[src/rtl/dmacm_pkg.sv]
package dmacm_pkg;

  // control word field layout
  localparam int MODE_LSB = 0;
  localparam int MODE_W   = 3;
  localparam int CNT_LSB  = 4;
  localparam int CNT_W    = 10;
  localparam int WORD_W   = 32;

  // cycle_mode_field encodings
  localparam logic [2:0] MODE_STOP    = 3'h0;
  localparam logic [2:0] MODE_BASIC   = 3'h1;
  localparam logic [2:0] MODE_AUTO    = 3'h2;
  localparam logic [2:0] MODE_PINGPONG = 3'h3;
  localparam logic [2:0] MODE_MSG_PRI = 3'h4;
  localparam logic [2:0] MODE_MSG_ALT = 3'h5;
  localparam logic [2:0] MODE_PSG_PRI = 3'h6;
  localparam logic [2:0] MODE_PSG_ALT = 3'h7;

  // reset values
  localparam logic [9:0] CNT_RST  = 10'h000;
  localparam logic       ALT_RST  = 1'b0;

endpackage : dmacm_pkg

[src/rtl/dmacm_channel.sv]
module dmacm_channel (
  input  wire logic        i_mclk,
  input  wire logic        i_nrst,
  input  wire logic        i_enable,
  input  wire logic        i_request,
  input  wire logic        i_load,
  input  wire logic [31:0] i_ctrl_word,
  input  wire logic        i_item_done,
  output logic             o_item_go,
  output logic             o_use_alt,
  output logic [9:0]       o_items_left,
  output logic [2:0]       o_mode,
  output logic             o_active,
  output logic             o_cycle_done,
  output logic             o_bad_mode
);

  ////////////////////////////////////////////////////////////////////////////
  // channel states and the way a mode paces its items
  typedef enum logic [1:0] {
    ST_IDLE,
    ST_WAIT,
    ST_RUN
  } dmacm_state_e;

  typedef enum logic [1:0] {
    KIND_STOP,
    KIND_STEP,
    KIND_FREE,
    KIND_SWAP
  } dmacm_kind_e;

  ////////////////////////////////////////////////////////////////////////////
  // how a mode paces its items once the channel runs
  function automatic dmacm_kind_e dmacm_mode_kind(input logic [2:0] m);
    dmacm_kind_e k;
    k = KIND_STOP;
    unique case (m)
      dmacm_pkg::MODE_STOP: begin
        k = KIND_STOP;
      end
      dmacm_pkg::MODE_BASIC: begin
        k = KIND_STEP;
      end
      dmacm_pkg::MODE_AUTO: begin
        k = KIND_FREE;
      end
      dmacm_pkg::MODE_PINGPONG: begin
        k = KIND_SWAP;
      end
      // scatter-gather paces like auto-request; its sequencing lives elsewhere
      dmacm_pkg::MODE_MSG_PRI,
      dmacm_pkg::MODE_MSG_ALT,
      dmacm_pkg::MODE_PSG_PRI,
      dmacm_pkg::MODE_PSG_ALT: begin
        k = KIND_FREE;
      end
    endcase
    return k;
  endfunction : dmacm_mode_kind

  ////////////////////////////////////////////////////////////////////////////
  // a mode is legal only in the structure that may hold it
  function automatic logic dmacm_mode_ok(input logic [2:0] m, input logic alt);
    logic ok;
    ok = 1'b1;
    unique case (m)
      dmacm_pkg::MODE_STOP: begin
        ok = 1'b0;
      end
      dmacm_pkg::MODE_BASIC: begin
        ok = 1'b1;
      end
      dmacm_pkg::MODE_AUTO: begin
        ok = 1'b1;
      end
      dmacm_pkg::MODE_PINGPONG: begin
        ok = 1'b1;
      end
      dmacm_pkg::MODE_MSG_PRI: begin
        ok = !alt;
      end
      dmacm_pkg::MODE_MSG_ALT: begin
        ok = alt;
      end
      dmacm_pkg::MODE_PSG_PRI: begin
        ok = !alt;
      end
      dmacm_pkg::MODE_PSG_ALT: begin
        ok = alt;
      end
    endcase
    return ok;
  endfunction : dmacm_mode_ok

  ////////////////////////////////////////////////////////////////////////////
  dmacm_state_e st_r;
  dmacm_state_e st_nxt;
  logic [2:0]   mode_r;
  logic [2:0]   mode_nxt;
  logic [9:0]   cnt_r;
  logic [9:0]   cnt_nxt;
  logic         alt_r;
  logic         alt_nxt;
  logic         go_r;
  logic         go_nxt;
  logic         done_r;
  logic         done_nxt;
  logic         bad_r;
  logic         bad_nxt;
  logic         act_r;
  logic         act_nxt;
  logic [2:0]   ld_mode;
  logic [9:0]   ld_cnt;
  logic         ld_take;
  logic         ld_ok;
  logic         last_item;
  logic         pp_rewrite;
  dmacm_kind_e  run_kind;

  assign ld_mode    = i_ctrl_word[dmacm_pkg::MODE_LSB +: dmacm_pkg::MODE_W];
  assign ld_cnt     = i_ctrl_word[dmacm_pkg::CNT_LSB +: dmacm_pkg::CNT_W];
  assign ld_take    = i_load && i_enable;
  assign ld_ok      = dmacm_mode_ok(ld_mode, alt_r);
  assign last_item  = (cnt_r == dmacm_pkg::CNT_RST);
  assign run_kind   = dmacm_mode_kind(mode_r);
  assign pp_rewrite = ld_take && (st_r != ST_IDLE) && (mode_r == dmacm_pkg::MODE_PINGPONG) &&
                      ((ld_mode == dmacm_pkg::MODE_BASIC) || (ld_mode == dmacm_pkg::MODE_AUTO));

  ////////////////////////////////////////////////////////////////////////////
  // next-state logic of the channel
  always_comb begin
    st_nxt   = st_r;
    mode_nxt = mode_r;
    cnt_nxt  = cnt_r;
    alt_nxt  = alt_r;
    go_nxt   = 1'b0;
    done_nxt = 1'b0;
    bad_nxt  = bad_r;
    unique case (st_r)
      ST_IDLE: begin
        // the stored word resets to MODE_STOP, so only an explicit load arms the channel
        if (ld_take) begin
          mode_nxt = ld_mode;
          cnt_nxt  = ld_cnt;
          bad_nxt  = !ld_ok;
          if (ld_ok) begin
            st_nxt = ST_WAIT;
          end
        end
      end
      ST_WAIT: begin
        if (!i_enable) begin
          st_nxt = ST_IDLE;
        end else if (i_request) begin
          st_nxt = ST_RUN;
          go_nxt = 1'b1;
        end
      end
      ST_RUN: begin
        if (i_item_done) begin
          if (last_item) begin
            done_nxt = 1'b1;
            mode_nxt = dmacm_pkg::MODE_STOP;
            st_nxt   = ST_IDLE;
            if (run_kind == KIND_SWAP) begin
              alt_nxt = !alt_r;
            end
          end else begin
            cnt_nxt = cnt_r - 10'h001;
            if (run_kind == KIND_STEP) begin
              st_nxt = ST_WAIT;
            end else begin
              go_nxt = 1'b1;
            end
          end
        end
      end
    endcase
    // a rewrite ends the alternation; a cycle ending on the same edge still stops
    if (pp_rewrite && !done_nxt) begin
      mode_nxt = ld_mode;
    end
    act_nxt = (st_nxt != ST_IDLE);
  end

  ////////////////////////////////////////////////////////////////////////////
  always_ff @(posedge i_mclk or negedge i_nrst) begin
    if (!i_nrst) begin
      st_r   <= ST_IDLE;
      mode_r <= dmacm_pkg::MODE_STOP;
      cnt_r  <= dmacm_pkg::CNT_RST;
      alt_r  <= dmacm_pkg::ALT_RST;
      go_r   <= 1'b0;
      done_r <= 1'b0;
      bad_r  <= 1'b0;
      act_r  <= 1'b0;
    end else begin
      st_r   <= st_nxt;
      mode_r <= mode_nxt;
      cnt_r  <= cnt_nxt;
      alt_r  <= alt_nxt;
      go_r   <= go_nxt;
      done_r <= done_nxt;
      bad_r  <= bad_nxt;
      act_r  <= act_nxt;
    end
  end

  ////////////////////////////////////////////////////////////////////////////
  assign o_item_go    = go_r;
  assign o_use_alt    = alt_r;
  assign o_items_left = cnt_r;
  assign o_mode       = mode_r;
  assign o_active     = act_r;
  assign o_cycle_done = done_r;
  assign o_bad_mode   = bad_r;

endmodule : dmacm_channel

[config.mk]
export PLATFORM = sky130hd
export DESIGN_NAME = dmacm_channel
export DESIGN_NICKNAME = d
export VERILOG_FILES = /design/src/rtl/dmacm_pkg.sv /design/src/rtl/dmacm_channel.sv
export SDC_FILE = /design/constraint.sdc
export NUM_CORES = 1
export LEC_CHECK = 0
export BUFFER_PORTS_ARGS = -buffer_cell sky130_fd_sc_hd__buf_2
export CAP_MARGIN = 20
export CORE_ASPECT_RATIO = 0.5
export CORE_UTILIZATION = 47
export CTS_BUF_LIST = sky130_fd_sc_hd__clkbuf_4
export CTS_CLUSTER_DIAMETER = 40
export DETAILED_ROUTE_END_ITERATION = 6
export PLACE_DENSITY = 0.87
export SYNTH_ARGS = -nofsm -noshare
export SYNTH_HDL_FRONTEND = slang
export SYNTH_SLANG_ARGS = --single-unit
[constraint.sdc]
create_clock -name i_mclk -period 3.7 [get_ports i_mclk]
set_clock_uncertainty 0.1 [all_clocks]
set_input_delay 0.37 -clock i_mclk [delete_from_list [all_inputs] [get_ports i_mclk]]
set_output_delay 0.37 -clock i_mclk [all_outputs]
set_load 0.05 [all_outputs]
==> key figures, run 1 <==
Outcome
  – Status: complete, no violations

Drt
  – Routed len/inst: 15.5 µm
  – Vias: 1305
  – Vias per inst: 5.96
  – Post-Route WL: 3390 µm
  – Antenna Nets Post-Route: 0
  – Initial DRT Pass Iterations: 4
  – Number of remaining DRC errors: 0
  – 1st-iter DRT viols: 87

Finish
  – Reg area: 500 µm²
  – Fin nets: 227
  – Final Non-Filler Cells: 219
  – Layout cells sized above 1: 29.1%
  – N_diodes: 0
  – Multi-input logic area: 802 µm²
  – Fillers: 235
  – Layout area overhead: 17.2%

Yosys
  – Synth unique cells: 54
  – Area leader, netlist: dfrtp_1
  – Synth top area share: 36.5%
  – Cells after synthesis: 147
  – Synth warnings: 0
  – Area contributors post-synth: dfrtp_1, ha_1, a21oi_1, a31oi_1, nor4_4
  – Syn avg cell area: 9.33 µm²
  – Sequential area share after synthesis: 36.5%
  – Syn_nets: 190
  – FFs w/ async S/R, synth: 100%
  – Post-synthesis instance area: 1370 µm²
  – Primary FF master, synth: dfrtp_1
  – Post-synth EDFFs: 0
  – Synthesis-stage register bit count: 20

Clocking
  – Clk_lat worst skew: 0.31 ns
  – H-tree depth: 1
  – Clock buffer count from CTS: 3
  – Root Buffer: clkbuf_4
  – Post-CTS setup buffer count: 0
  – Post_cts resized: 0
  – CTS max path bufs: 2
  – CTS sink count: 20
  – Reg clk slew, reported paths: 0.12 ns
  – Cts hold-fix bufs: 1
  – CTS tree: yes

Place
  – # placed instances: 215
  – Pre-CTS WS: 1.34 ns
  – HPWL after detailed placement: 2500 µm
  – # port buffers: 36
  – Gpl congestion: 0.862

Timing
  – Hold Vio Cnt, Final: 0
  – Final period util: 64.2%
  – Fmax: 421 MHz
  – TNS Setup: 0 ns
  – Max-Slew Margin vs Limit: 62.2%
  – RSZ-0062 raised after global routing: false
  – Slew Viols, Final: 0
  – Worst setup margin: 1.33 ns
  – Final setup vio count: 0
  – Final min period: 2.37 ns
  – Worst-margin pin slew: 0.566 ns

Global route
  – Grt ovf: 0
  – Vias in the first global route: 1140
  – First-pass GRT wire length: 5330 µm
  – Largest net degree at the start of global routing: 22
  – Initial antenna violation count: 0
  – Overall Global Routing Usage: 22.9%

Setup path
  – Critical path class: reg2reg
  – Worst r2r path cells: 7
  – Data required, critical path: 3.82 ns
  – CP peak stage delay: 0.41 ns
  – Worst EP arrival: 2.50 ns
  – CP endpoint kind: register
  – Critical path's slowest cell: dfrtp_1
  – Crit-path cells: inv_1 > ha_1 > buf_4 > nand2b_1 > nand4_1 > and2_2 > o211a_1
  – Critical path startpoint category: register
  – CP Max Fanout: 21

Die
  – Die X: 78.4 µm
  – Core area: 2680 µm²
  – I/O Pins: 56
  – Row count: 13
  – Die H: 40.2 µm
  – Initial core utilization: 51.1%
  – Total die area: 3150 µm²

Pwr
  – Clock power share: 7.8%
  – Worst vdd ir: 0.337 mV
  – Switch Pwr: 0.000787 W
  – Sw Ratio: 56.2%
  – Cell-internal power: 0.000612 W
  – Logic pwr share: 60.4%
  – Reg power frac: 31.8%
  – Lkg Pwr: 0.701 nW
  – Power Density: 871 nW/µm²

Hold path
  – Hold Crit Class: in2reg
  – Hold Path Depth: 3

Run
  – Max-Cap Viols: 0
## sequential cells by signal (all words and copies together), names as in the netlist
signal / cells
st_r: 2
o_items_left: 10
o_use_alt: 1
o_bad_mode: 1
o_active: 1
o_item_go: 1
o_cycle_done: 1
o_mode: 3
## area by class of cell
class                      count  area share (%)
clock buffer                   3            1.40
multi-input combinational    112            49.9
inverter                       8            1.87
sequential                    20            31.2
tap                           37            2.88
timing repair buffer          39            12.8
## layer usage
metal	GRT usage [%]	vias to the layer above	part of all wire, %
met1	29.4	611	45
met5	0	-	0
met4	9.72	0	1.0
li1	-	635	-
met2	38.6	55	48
met3	5.68	4	5.4
## logic make-up (layout without fill, tap and decap cells)
group	count (synthesis)	in the layout	synth area share, %
AOI/OAI and AO/OA	49	49	25.4
adders and majority gates	5	5	4.56
DFF	20	20	36.5
muxes	2	2	1.46
xor gates and xnor gates	2	2	1.28
buffers and inverters	15	50	5.02
and+or+nand+nor	54	54	25.8
## Yosys cell counts, types with 2 or more instances
master	number
a21oi_1	12
a31oi_1	7
a32o_1	3
and2_1	3
and3_1	2
clkbuf_1	4
dfrtp_1	20
ha_1	5
inv_1	8
mux2i_1	2
nand2_1	6
nand2b_1	5
nand3_1	5
nand4_1	4
nor2_1	7
nor2b_1	3
nor3_1	5
nor4_4	2
o21ai_0	8
or3b_2	2
## cells in the final DEF (no fill, tap or decap), types with 2 or more instances in the layout
| master | instances |
|---|---|
| nand4_1 | 4 |
| ha_1 | 5 |
| buf_2 | 36 |
| and3_1 | 2 |
| nor4_4 | 2 |
| buf_4 | 2 |
| nand3_1 | 5 |
| mux2i_1 | 2 |
| inv_1 | 8 |
| nand2_1 | 6 |
| clkbuf_4 | 3 |
| a32o_1 | 3 |
| nor2_1 | 7 |
| nor2b_1 | 3 |
| a31oi_1 | 7 |
| and2_1 | 3 |
| or3b_2 | 2 |
| nor3_1 | 5 |
| nand2b_1 | 5 |
| a21oi_1 | 12 |
| o21ai_0 | 8 |
| dfrtp_1 | 20 |
## final timing paths
check                                       from                           to  slack [ns]
max                            st_r[0]$_DFF_PN0_  o_items_left[4]$_DFFE_PN0P_        1.33
min reg2reg                o_use_alt$_DFFE_PN0P_        o_use_alt$_DFFE_PN0P_        0.40
max in group asynchronous                 i_nrst        o_use_alt$_DFFE_PN0P_        2.72
min in group asynchronous                 i_nrst  o_items_left[6]$_DFFE_PN0P_        0.44
max reg2reg                    st_r[0]$_DFF_PN0_  o_items_left[4]$_DFFE_PN0P_        1.33
min                              i_ctrl_word[13]  o_items_left[9]$_DFFE_PN0P_        0.21
## metrics by stage
stage / power [W] / instance area, µm² / util [%] / hold slack (ns)
global placement: 0.00125 / 1570 / 58.6 / 0.235
floorplan: 0.00109 / 1370 / - / -0.0256
detailed placement: 0.00128 / 1570 / 58.6 / 0.251
finish: 0.00140 / 1610 / 59.9 / 0.213
global route: 0.00149 / 1610 / 59.9 / 0.224
CTS: 0.00140 / 1610 / 59.9 / 0.219
## power by group through the flow
stage | registers (W) | logic, W | clock network [W]
after floorplan | 0.000693 | 0.000399 | 0
after global placement | 0.000441 | 0.000814 | 0
after detailed placement | 0.000447 | 0.000838 | 0
after CTS | 0.000444 | 0.000842 | 0.000110
after global routing | 0.000464 | 0.000908 | 0.000118
final | 0.000445 | 0.000844 | 0.000109
## critical path: cells and delay by family, from the launching register on
family | cells | cell delay [ns]
and+or+nand+nor | 3 | 1.00
DFF | 1 | 0.41
AOI/OAI and AO/OA | 1 | 0.22
adders and majority gates | 1 | 0.17
buffers and inverters | 2 | 0.39
(Power assumes the default switching activity.)
==> run 2: changes to the inputs <==
Settings changed: CORE_UTILIZATION 47 to 45.
Clock period 3.7 ns to 2 ns, I/O delays scaled along.
==> key figures, run 2 (synthesis results as in run 1) <==
Outcome
  – Status: complete, no violations (unchanged)

Die
  – Total die area: 3290 µm² (was 3150 µm²)
  – I/O Pins: 56 (unchanged)
  – Row count: 13 (unchanged)
  – Die X: 80.1 µm (was 78.4 µm)
  – Die H: 41.0 µm (was 40.2 µm)
  – Initial core utilization: 50.2% (was 51.1%)
  – Core area: 2730 µm² (was 2680 µm²)

Drt
  – Post-Route WL: 4040 µm (was 3390 µm)
  – Vias: 1481 (was 1305)
  – Number of remaining DRC errors: 0 (unchanged)
  – Vias per inst: 6.25 (was 5.96)
  – Antenna Nets Post-Route: 0 (unchanged)
  – Routed len/inst: 17.1 µm (was 15.5 µm)
  – 1st-iter DRT viols: 106 (was 87)
  – Initial DRT Pass Iterations: 5 (was 4)

Clocking
  – Root Buffer: clkbuf_4 (unchanged)
  – CTS max path bufs: 2 (unchanged)
  – H-tree depth: 1 (unchanged)
  – CTS tree: yes (unchanged)
  – Clock buffer count from CTS: 3 (unchanged)
  – Clk_lat worst skew: 0.33 ns (was 0.31 ns)
  – CTS sink count: 20 (unchanged)
  – Reg clk slew, reported paths: 0.13 ns (was 0.12 ns)

Pwr
  – Switch Pwr: 0.00157 W (was 0.000787 W)
  – Sw Ratio: 52.6% (was 56.2%)
  – Cell-internal power: 0.00142 W (was 0.000612 W)
  – Clock power share: 11.6% (was 7.8%)
  – Worst vdd ir: 0.727 mV (was 0.337 mV)
  – Power Density: 1660 nW/µm² (was 871 nW/µm²)
  – Lkg Pwr: 0.796 nW (was 0.701 nW)
  – Reg power frac: 26.5% (was 31.8%)
  – Logic pwr share: 61.9% (was 60.4%)

Place
  – # port buffers: 36 (unchanged)
  – Area after DPL: 1680 µm² (was 1570 µm²)
  – HPWL after detailed placement: 2840 µm (was 2500 µm)
  – # placed instances: 229 (was 215)
  – Gpl congestion: 0.925 (was 0.862)

Timing
  – RSZ-0062 raised after global routing: true (was false)
  – Final min period: 1.95 ns (was 2.37 ns)
  – Slew Viols, Final: 0 (unchanged)
  – Hold Vio Cnt, Final: 0 (unchanged)
  – Max-Slew Margin vs Limit: 67.0% (was 62.2%)
  – Worst-margin pin slew: 0.492 ns (was 0.566 ns)
  – Final setup vio count: 0 (unchanged)
  – Fmax: 512 MHz (was 421 MHz)
  – Final period util: 97.6% (was 64.2%)

Global route
  – Initial antenna violation count: 0 (unchanged)
  – Grt ovf: 0 (unchanged)
  – Overall Global Routing Usage: 25.8% (was 22.9%)
  – Largest net degree at the start of global routing: 21 (was 22)
  – First-pass GRT wire length: 6030 µm (was 5330 µm)
  – Vias in the first global route: 1298 (was 1140)

Setup path
  – Critical path's slowest cell: dfrtp_1 (unchanged)
  – Top Family by Delay on Critical Path: simple AND/OR/NAND/NOR gates (unchanged)
  – Worst r2r path cells: 7 (unchanged)
  – CP Max Fanout: 7 (was 21)
  – CP endpoint kind: register (unchanged)
  – Reg2reg setup slack: 0.05 ns (was 1.33 ns)
  – RR Startpoint: st_r[0]$_DFF_PN0_ (unchanged)
  – Worst Path Buf+Inv: 2 (unchanged)
  – Worst EP arrival: 2.08 ns (was 2.50 ns)
  – Critical path startpoint category: register (unchanged)
  – CP peak stage delay: 0.41 ns (about the same)
  – Crit-path cells: inv_1 > ha_1 > nand2b_1 > nand4_1 > buf_4 > and2_2 > o211a_1 (was inv_1 > ha_1 > buf_4 > nand2b_1 > nand4_1 > and2_2 > o211a_1)
  – Data required, critical path: 2.13 ns (was 3.82 ns)
  – R2R Path End: o_items_left[4]$_DFFE_PN0P_ (unchanged)
  – Critical path class: reg2reg (unchanged)

Finish
  – Post-route cell area: 1800 µm² (was 1610 µm²)
  – Multi-input logic area: 832 µm² (was 802 µm²)
  – Layout cells sized above 1: 39.0% (was 29.1%)
  – Most common cell after layout, fill and taps aside: buf_2 (unchanged)
  – Final Non-Filler Cells: 237 (was 219)
  – Max reg flops: 10 (unchanged)
  – Reg area: 503 µm² (was 500 µm²)
  – Layout area overhead: 31.0% (was 17.2%)
  – Core Util, Final: 65.8% (was 59.9%)
  – Fin nets: 244 (was 227)
  – N_diodes: 0 (unchanged)
  – Commonest non-fill, non-tap cells in the layout: buf_2, buf_4, dfrtp_1, a21oi_1 (was buf_2, dfrtp_1, a21oi_1, inv_1, o21ai_0)
  – Fillers: 214 (was 235)

Run
  – Max-Cap Viols: 0 (unchanged)

Hold path
  – Hold worst-path end: o_mode[1]$_DFFE_PN0P_ (was o_items_left[9]$_DFFE_PN0P_)
  – Hold Crit Class: in2reg (unchanged)
  – Worst hold path startpoint: i_ctrl_word[1] (was i_ctrl_word[13])
  – Hold Path Depth: 2 (was 3)
==> run 2: cell types whose count changed in the layout (fill, tap and decap cells not counted), moves of 2 or more <==
cell	previous run	this run
inv_1	8	6
dfrtp_2	0	2
buf_4	2	19
dfrtp_1	20	18
inv_2	0	2
==> run 2: worst max path at each step <==
stage / cells past startpoint / start / end
final: 7 / st_r[0]$_DFF_PN0_ / o_items_left[4]$_DFFE_PN0P_
after global routing: 7 / st_r[0]$_DFF_PN0_ / o_items_left[4]$_DFFE_PN0P_
after CTS: 6 / o_items_left[0]$_DFFE_PN0P_ / o_active$_DFF_PN0_
after detailed placement: 6 / o_items_left[0]$_DFFE_PN0P_ / o_active$_DFF_PN0_
after global placement: 6 / o_items_left[0]$_DFFE_PN0P_ / o_active$_DFF_PN0_
after floorplan: 5 / o_items_left[2]$_DFFE_PN0P_ / o_mode[0]$_DFFE_PN0P_
==> run 2: layout make-up <==
| cell class | instances | area share (%) |
|---|---|---|
| multi-input cells | 112 | 46.3 |
| flip-flops and latches | 20 | 28.0 |
| repair buffers | 56 | 18.5 |
| well taps | 37 | 2.58 |
| clock inverters | 1 | 1.67 |
| inverters | 8 | 1.67 |
| clock buffers | 3 | 1.25 |
==> run 2: through the flow <==
step / total power, W / setup slack (ns) / TNS (ns) / hold slack, ns
after floorplan: 0.00202 / 0.0114 / 0 / -0.196
after global placement: 0.00247 / 0.105 / 0 / 0.0692
after detailed placement: 0.00252 / 0.0323 / 0 / 0.0827
after CTS: 0.00290 / 0.0227 / 0 / 0.0234
after global routing: 0.00314 / -0.0238 / -0.0631 / 0.0125
final: 0.00299 / 0.0474 / 0 / 0.0225
==> run 2: metal layers <==
layer  share of wire (%)  up-vias  routed length, µm  GRT usage, %
li1                    -      670                  -             -
met1                  40      681               1600          30.3
met2                  47      110               1920          45.3
met3                 9.4       20                382          7.11
met4                 3.5        0                140          13.8
met5                   0        -                  0             0
==> run 2: power by group through the flow <==
| stage | Clock, W | Sequential, W | Combinational (W) |
|---|---|---|---|
| floorplan | 0 | 0.00129 | 0.000737 |
| global placement | 0 | 0.000774 | 0.00170 |
| detailed placement | 0 | 0.000787 | 0.00174 |
| CTS | 0.000353 | 0.000778 | 0.00177 |
| global route | 0.000367 | 0.000822 | 0.00195 |
| finish | 0.000348 | 0.000793 | 0.00185 |
==> run 2: worst register-to-register path, delay by kind of cell (launching register included) <==
family	cells	cell delay [ns]
buf+inv	2	0.29
flops	1	0.41
fa+ha+maj	1	0.23
compound gates	1	0.23
simple gates	3	0.60
==> run 2: what timing repair did <==
action	CTS	global route
hold buffers	1	0
setup buffers	0	3
hold endpoints to repair	20	0
setup endpoints to repair	0	11
resized for setup	0	9
==> run 3: changes to the inputs <==
--- a/config.mk
+++ b/config.mk
@@ -9,5 +9,5 @@
 export CAP_MARGIN = 20
 export CORE_ASPECT_RATIO = 0.5
-export CORE_UTILIZATION = 45
+export CORE_UTILIZATION = 47
 export CTS_BUF_LIST = sky130_fd_sc_hd__clkbuf_4
 export CTS_CLUSTER_DIAMETER = 40
==> constraint.sdc (replaced) <==
create_clock -name i_mclk -period 2.5 [get_ports i_mclk]
set_clock_uncertainty 0.1 [all_clocks]
set_input_delay 0.125 -clock i_mclk [delete_from_list [all_inputs] [get_ports i_mclk]]
set_output_delay 0.125 -clock i_mclk [all_outputs]
set_load 0.05 [all_outputs]
==> key figures, run 3 (synthesis results as in run 1) <==
Global route
  – Largest net degree at the start of global routing: 21 (unchanged)
  – First-pass GRT wire length: 5520 µm (was 6030 µm)
  – Overall Global Routing Usage: 23.8% (was 25.8%)
  – Vias in the first global route: 1197 (was 1298)
  – Grt ovf: 0 (unchanged)
  – Initial antenna violation count: 0 (unchanged)

Finish
  – Commonest non-fill, non-tap cells in the layout: buf_2, dfrtp_1, a21oi_1, inv_1, o21ai_0 (was buf_2, buf_4, dfrtp_1, a21oi_1)
  – N_diodes: 0 (unchanged)
  – Layout area overhead: 20.6% (was 31.0%)
  – Most common cell after layout, fill and taps aside: buf_2 (unchanged)
  – Multi-input logic area: 802 µm² (was 832 µm²)
  – Fin nets: 232 (was 244)
  – Fillers: 219 (was 214)
  – Reg area: 500 µm² (was 503 µm²)
  – Layout cells sized above 1: 28.9% (was 39.0%)
  – Max reg flops: 10 (unchanged)

Die
  – Die H: 40.2 µm (was 41.0 µm)
  – Core area: 2680 µm² (was 2730 µm²)
  – Total die area: 3150 µm² (was 3290 µm²)
  – Row count: 13 (unchanged)
  – Die X: 78.4 µm (was 80.1 µm)
  – Initial core utilization: 51.1% (was 50.2%)
  – I/O Pins: 56 (unchanged)

Setup path
  – CP peak stage delay: 0.41 ns (about the same)
  – Worst Path Buf+Inv: 2 (unchanged)
  – Data required, critical path: 2.64 ns (was 2.13 ns)
  – Crit-path cells: inv_1 > ha_1 > nand2b_1 > nand4_1 > buf_4 > a41o_1 > a211oi_2 (was inv_1 > ha_1 > nand2b_1 > nand4_1 > buf_4 > and2_2 > o211a_1)
  – Top Family by Delay on Critical Path: simple AND/OR/NAND/NOR gates (unchanged)
  – CP endpoint kind: register (unchanged)
  – Critical path's slowest cell: dfrtp_1 (unchanged)
  – Worst EP arrival: 2.29 ns (was 2.08 ns)
  – Critical path class: reg2reg (unchanged)
  – CP Max Fanout: 6 (was 7)
  – Critical path startpoint category: register (unchanged)

Pwr
  – Power after layout: 0.00208 W (was 0.00299 W)
  – Power Density: 1260 nW/µm² (was 1660 nW/µm²)
  – Worst vdd ir: 0.548 mV (was 0.727 mV)
  – Lkg Pwr: 0.722 nW (was 0.796 nW)

Clocking
  – Post_cts resized: 0 (unchanged)
  – Post-CTS setup buffer count: 0 (unchanged)
  – CTS sink count: 20 (unchanged)
  – Clk_lat worst skew: 0.31 ns (was 0.33 ns)
  – CTS tree: yes (unchanged)
  – Reg clk slew, reported paths: 0.12 ns (was 0.13 ns)
  – Clock buffer count from CTS: 3 (unchanged)
  – Cts hold-fix bufs: 5 (was 1)
  – CTS max path bufs: 2 (unchanged)
  – Root Buffer: clkbuf_4 (unchanged)
  – H-tree depth: 1 (unchanged)

Drt
  – Number of remaining DRC errors: 0 (unchanged)
  – Vias: 1341 (was 1481)
  – Antenna Nets Post-Route: 0 (unchanged)
  – 1st-iter DRT viols: 92 (was 106)
  – Post-Route WL: 3450 µm (was 4040 µm)
  – Initial DRT Pass Iterations: 4 (was 5)
  – Routed len/inst: 15.4 µm (was 17.1 µm)
  – Vias per inst: 5.99 (was 6.25)

Timing
  – Final setup vio count: 0 (unchanged)
  – Final min period: 2.16 ns (was 1.95 ns)
  – Slew Viols, Final: 0 (unchanged)
  – Worst-margin pin slew: 0.599 ns (was 0.492 ns)
  – TNS Setup: 0 ns (unchanged)
  – Max-Slew Margin vs Limit: 59.7% (was 67.0%)
  – Final period util: 86.2% (was 97.6%)
  – Hold Vio Cnt, Final: 0 (unchanged)
  – RSZ-0062 raised after global routing: false (was true)
  – Fmax: 464 MHz (was 512 MHz)

Run
  – Max-Cap Viols: 0 (unchanged)

Place
  – # port buffers: 36 (unchanged)
  – HPWL after detailed placement: 2500 µm (was 2840 µm)
  – Gpl congestion: 0.894 (was 0.925)

Outcome
  – Status: complete, no violations (unchanged)

Hold path
  – Hold Crit Class: in2reg (unchanged)
## run 3: changes by cell type in the layout (fill, tap and decap cells not counted), moves of 2 or more
cell,delta
buf_4,-16
dlygate4sd3_1,+4
dfrtp_1,+2
dfrtp_2,-2
inv_1,+2
inv_2,-2
## run 3: final cells by class
cell class              instances  share of cell area, %
flip-flops and latches         20                   30.3
multi-input cells             112                   48.5
clock buffers                   3                   1.36
inverters                       8                   1.82
well taps                      37                   2.80
repair buffers                 44                   15.3
## run 3: layer usage
layer / vias up / part of all wire [%] / wire length (µm) / GRT usage [%]
met3: 9 / 5.7 / 197 / 6.82
met2: 54 / 48 / 1640 / 39.7
met5: - / 0 / 0 / 0
met1: 636 / 45 / 1550 / 30.3
met4: 0 / 1.9 / 66 / 9.72
li1: 642 / - / - / -
## run 3: per-stage QoR
step           cells  hold WS [ns]  cell area (µm²)  util (%)  setup slack (ns)
2_1_floorplan    147        -0.271             1370         -             0.402
3_3_place_gp     216       -0.0102             1580      58.9             0.442
3_5_place_dp     216      -0.00114             1580      58.9             0.390
4_1_cts          224       0.00210             1650      61.6             0.378
5_1_grt          224        0.0134             1650      61.6             0.219
6_report         224        0.0106             1650      61.6             0.344
## run 3: power by group
part           total [W]  switching [W]  leakage (nW)  internal, W
Combinational    0.00125       0.000854         0.470     0.000399
Clock           0.000162       0.000106        0.0138    0.0000564
Sequential      0.000669       0.000213         0.239     0.000456
## run 3: worst paths after layout
| path | startpoint | end | cells past startpoint | slack (ns) |
|---|---|---|---|---|
| min | i_ctrl_word[9] | o_items_left[5]$_DFFE_PN0P_ | 3 | 0.01 |
| max | st_r[0]$_DFF_PN0_ | o_items_left[7]$_DFFE_PN0P_ | 7 | 0.34 |
| min in group asynchronous | i_nrst | o_items_left[5]$_DFFE_PN0P_ | 2 | 0.19 |
| max in group asynchronous | i_nrst | o_items_left[4]$_DFFE_PN0P_ | 2 | 1.80 |
| max reg2reg | st_r[0]$_DFF_PN0_ | o_items_left[7]$_DFFE_PN0P_ | 7 | 0.34 |
| min reg2reg | o_use_alt$_DFFE_PN0P_ | o_use_alt$_DFFE_PN0P_ | 1 | 0.40 |
## run 3: tightest hold or removal path, cell delays in order
cell	delay (ns)
buf_2	0.08
nand3_1	0.09
o221ai_1	0.09
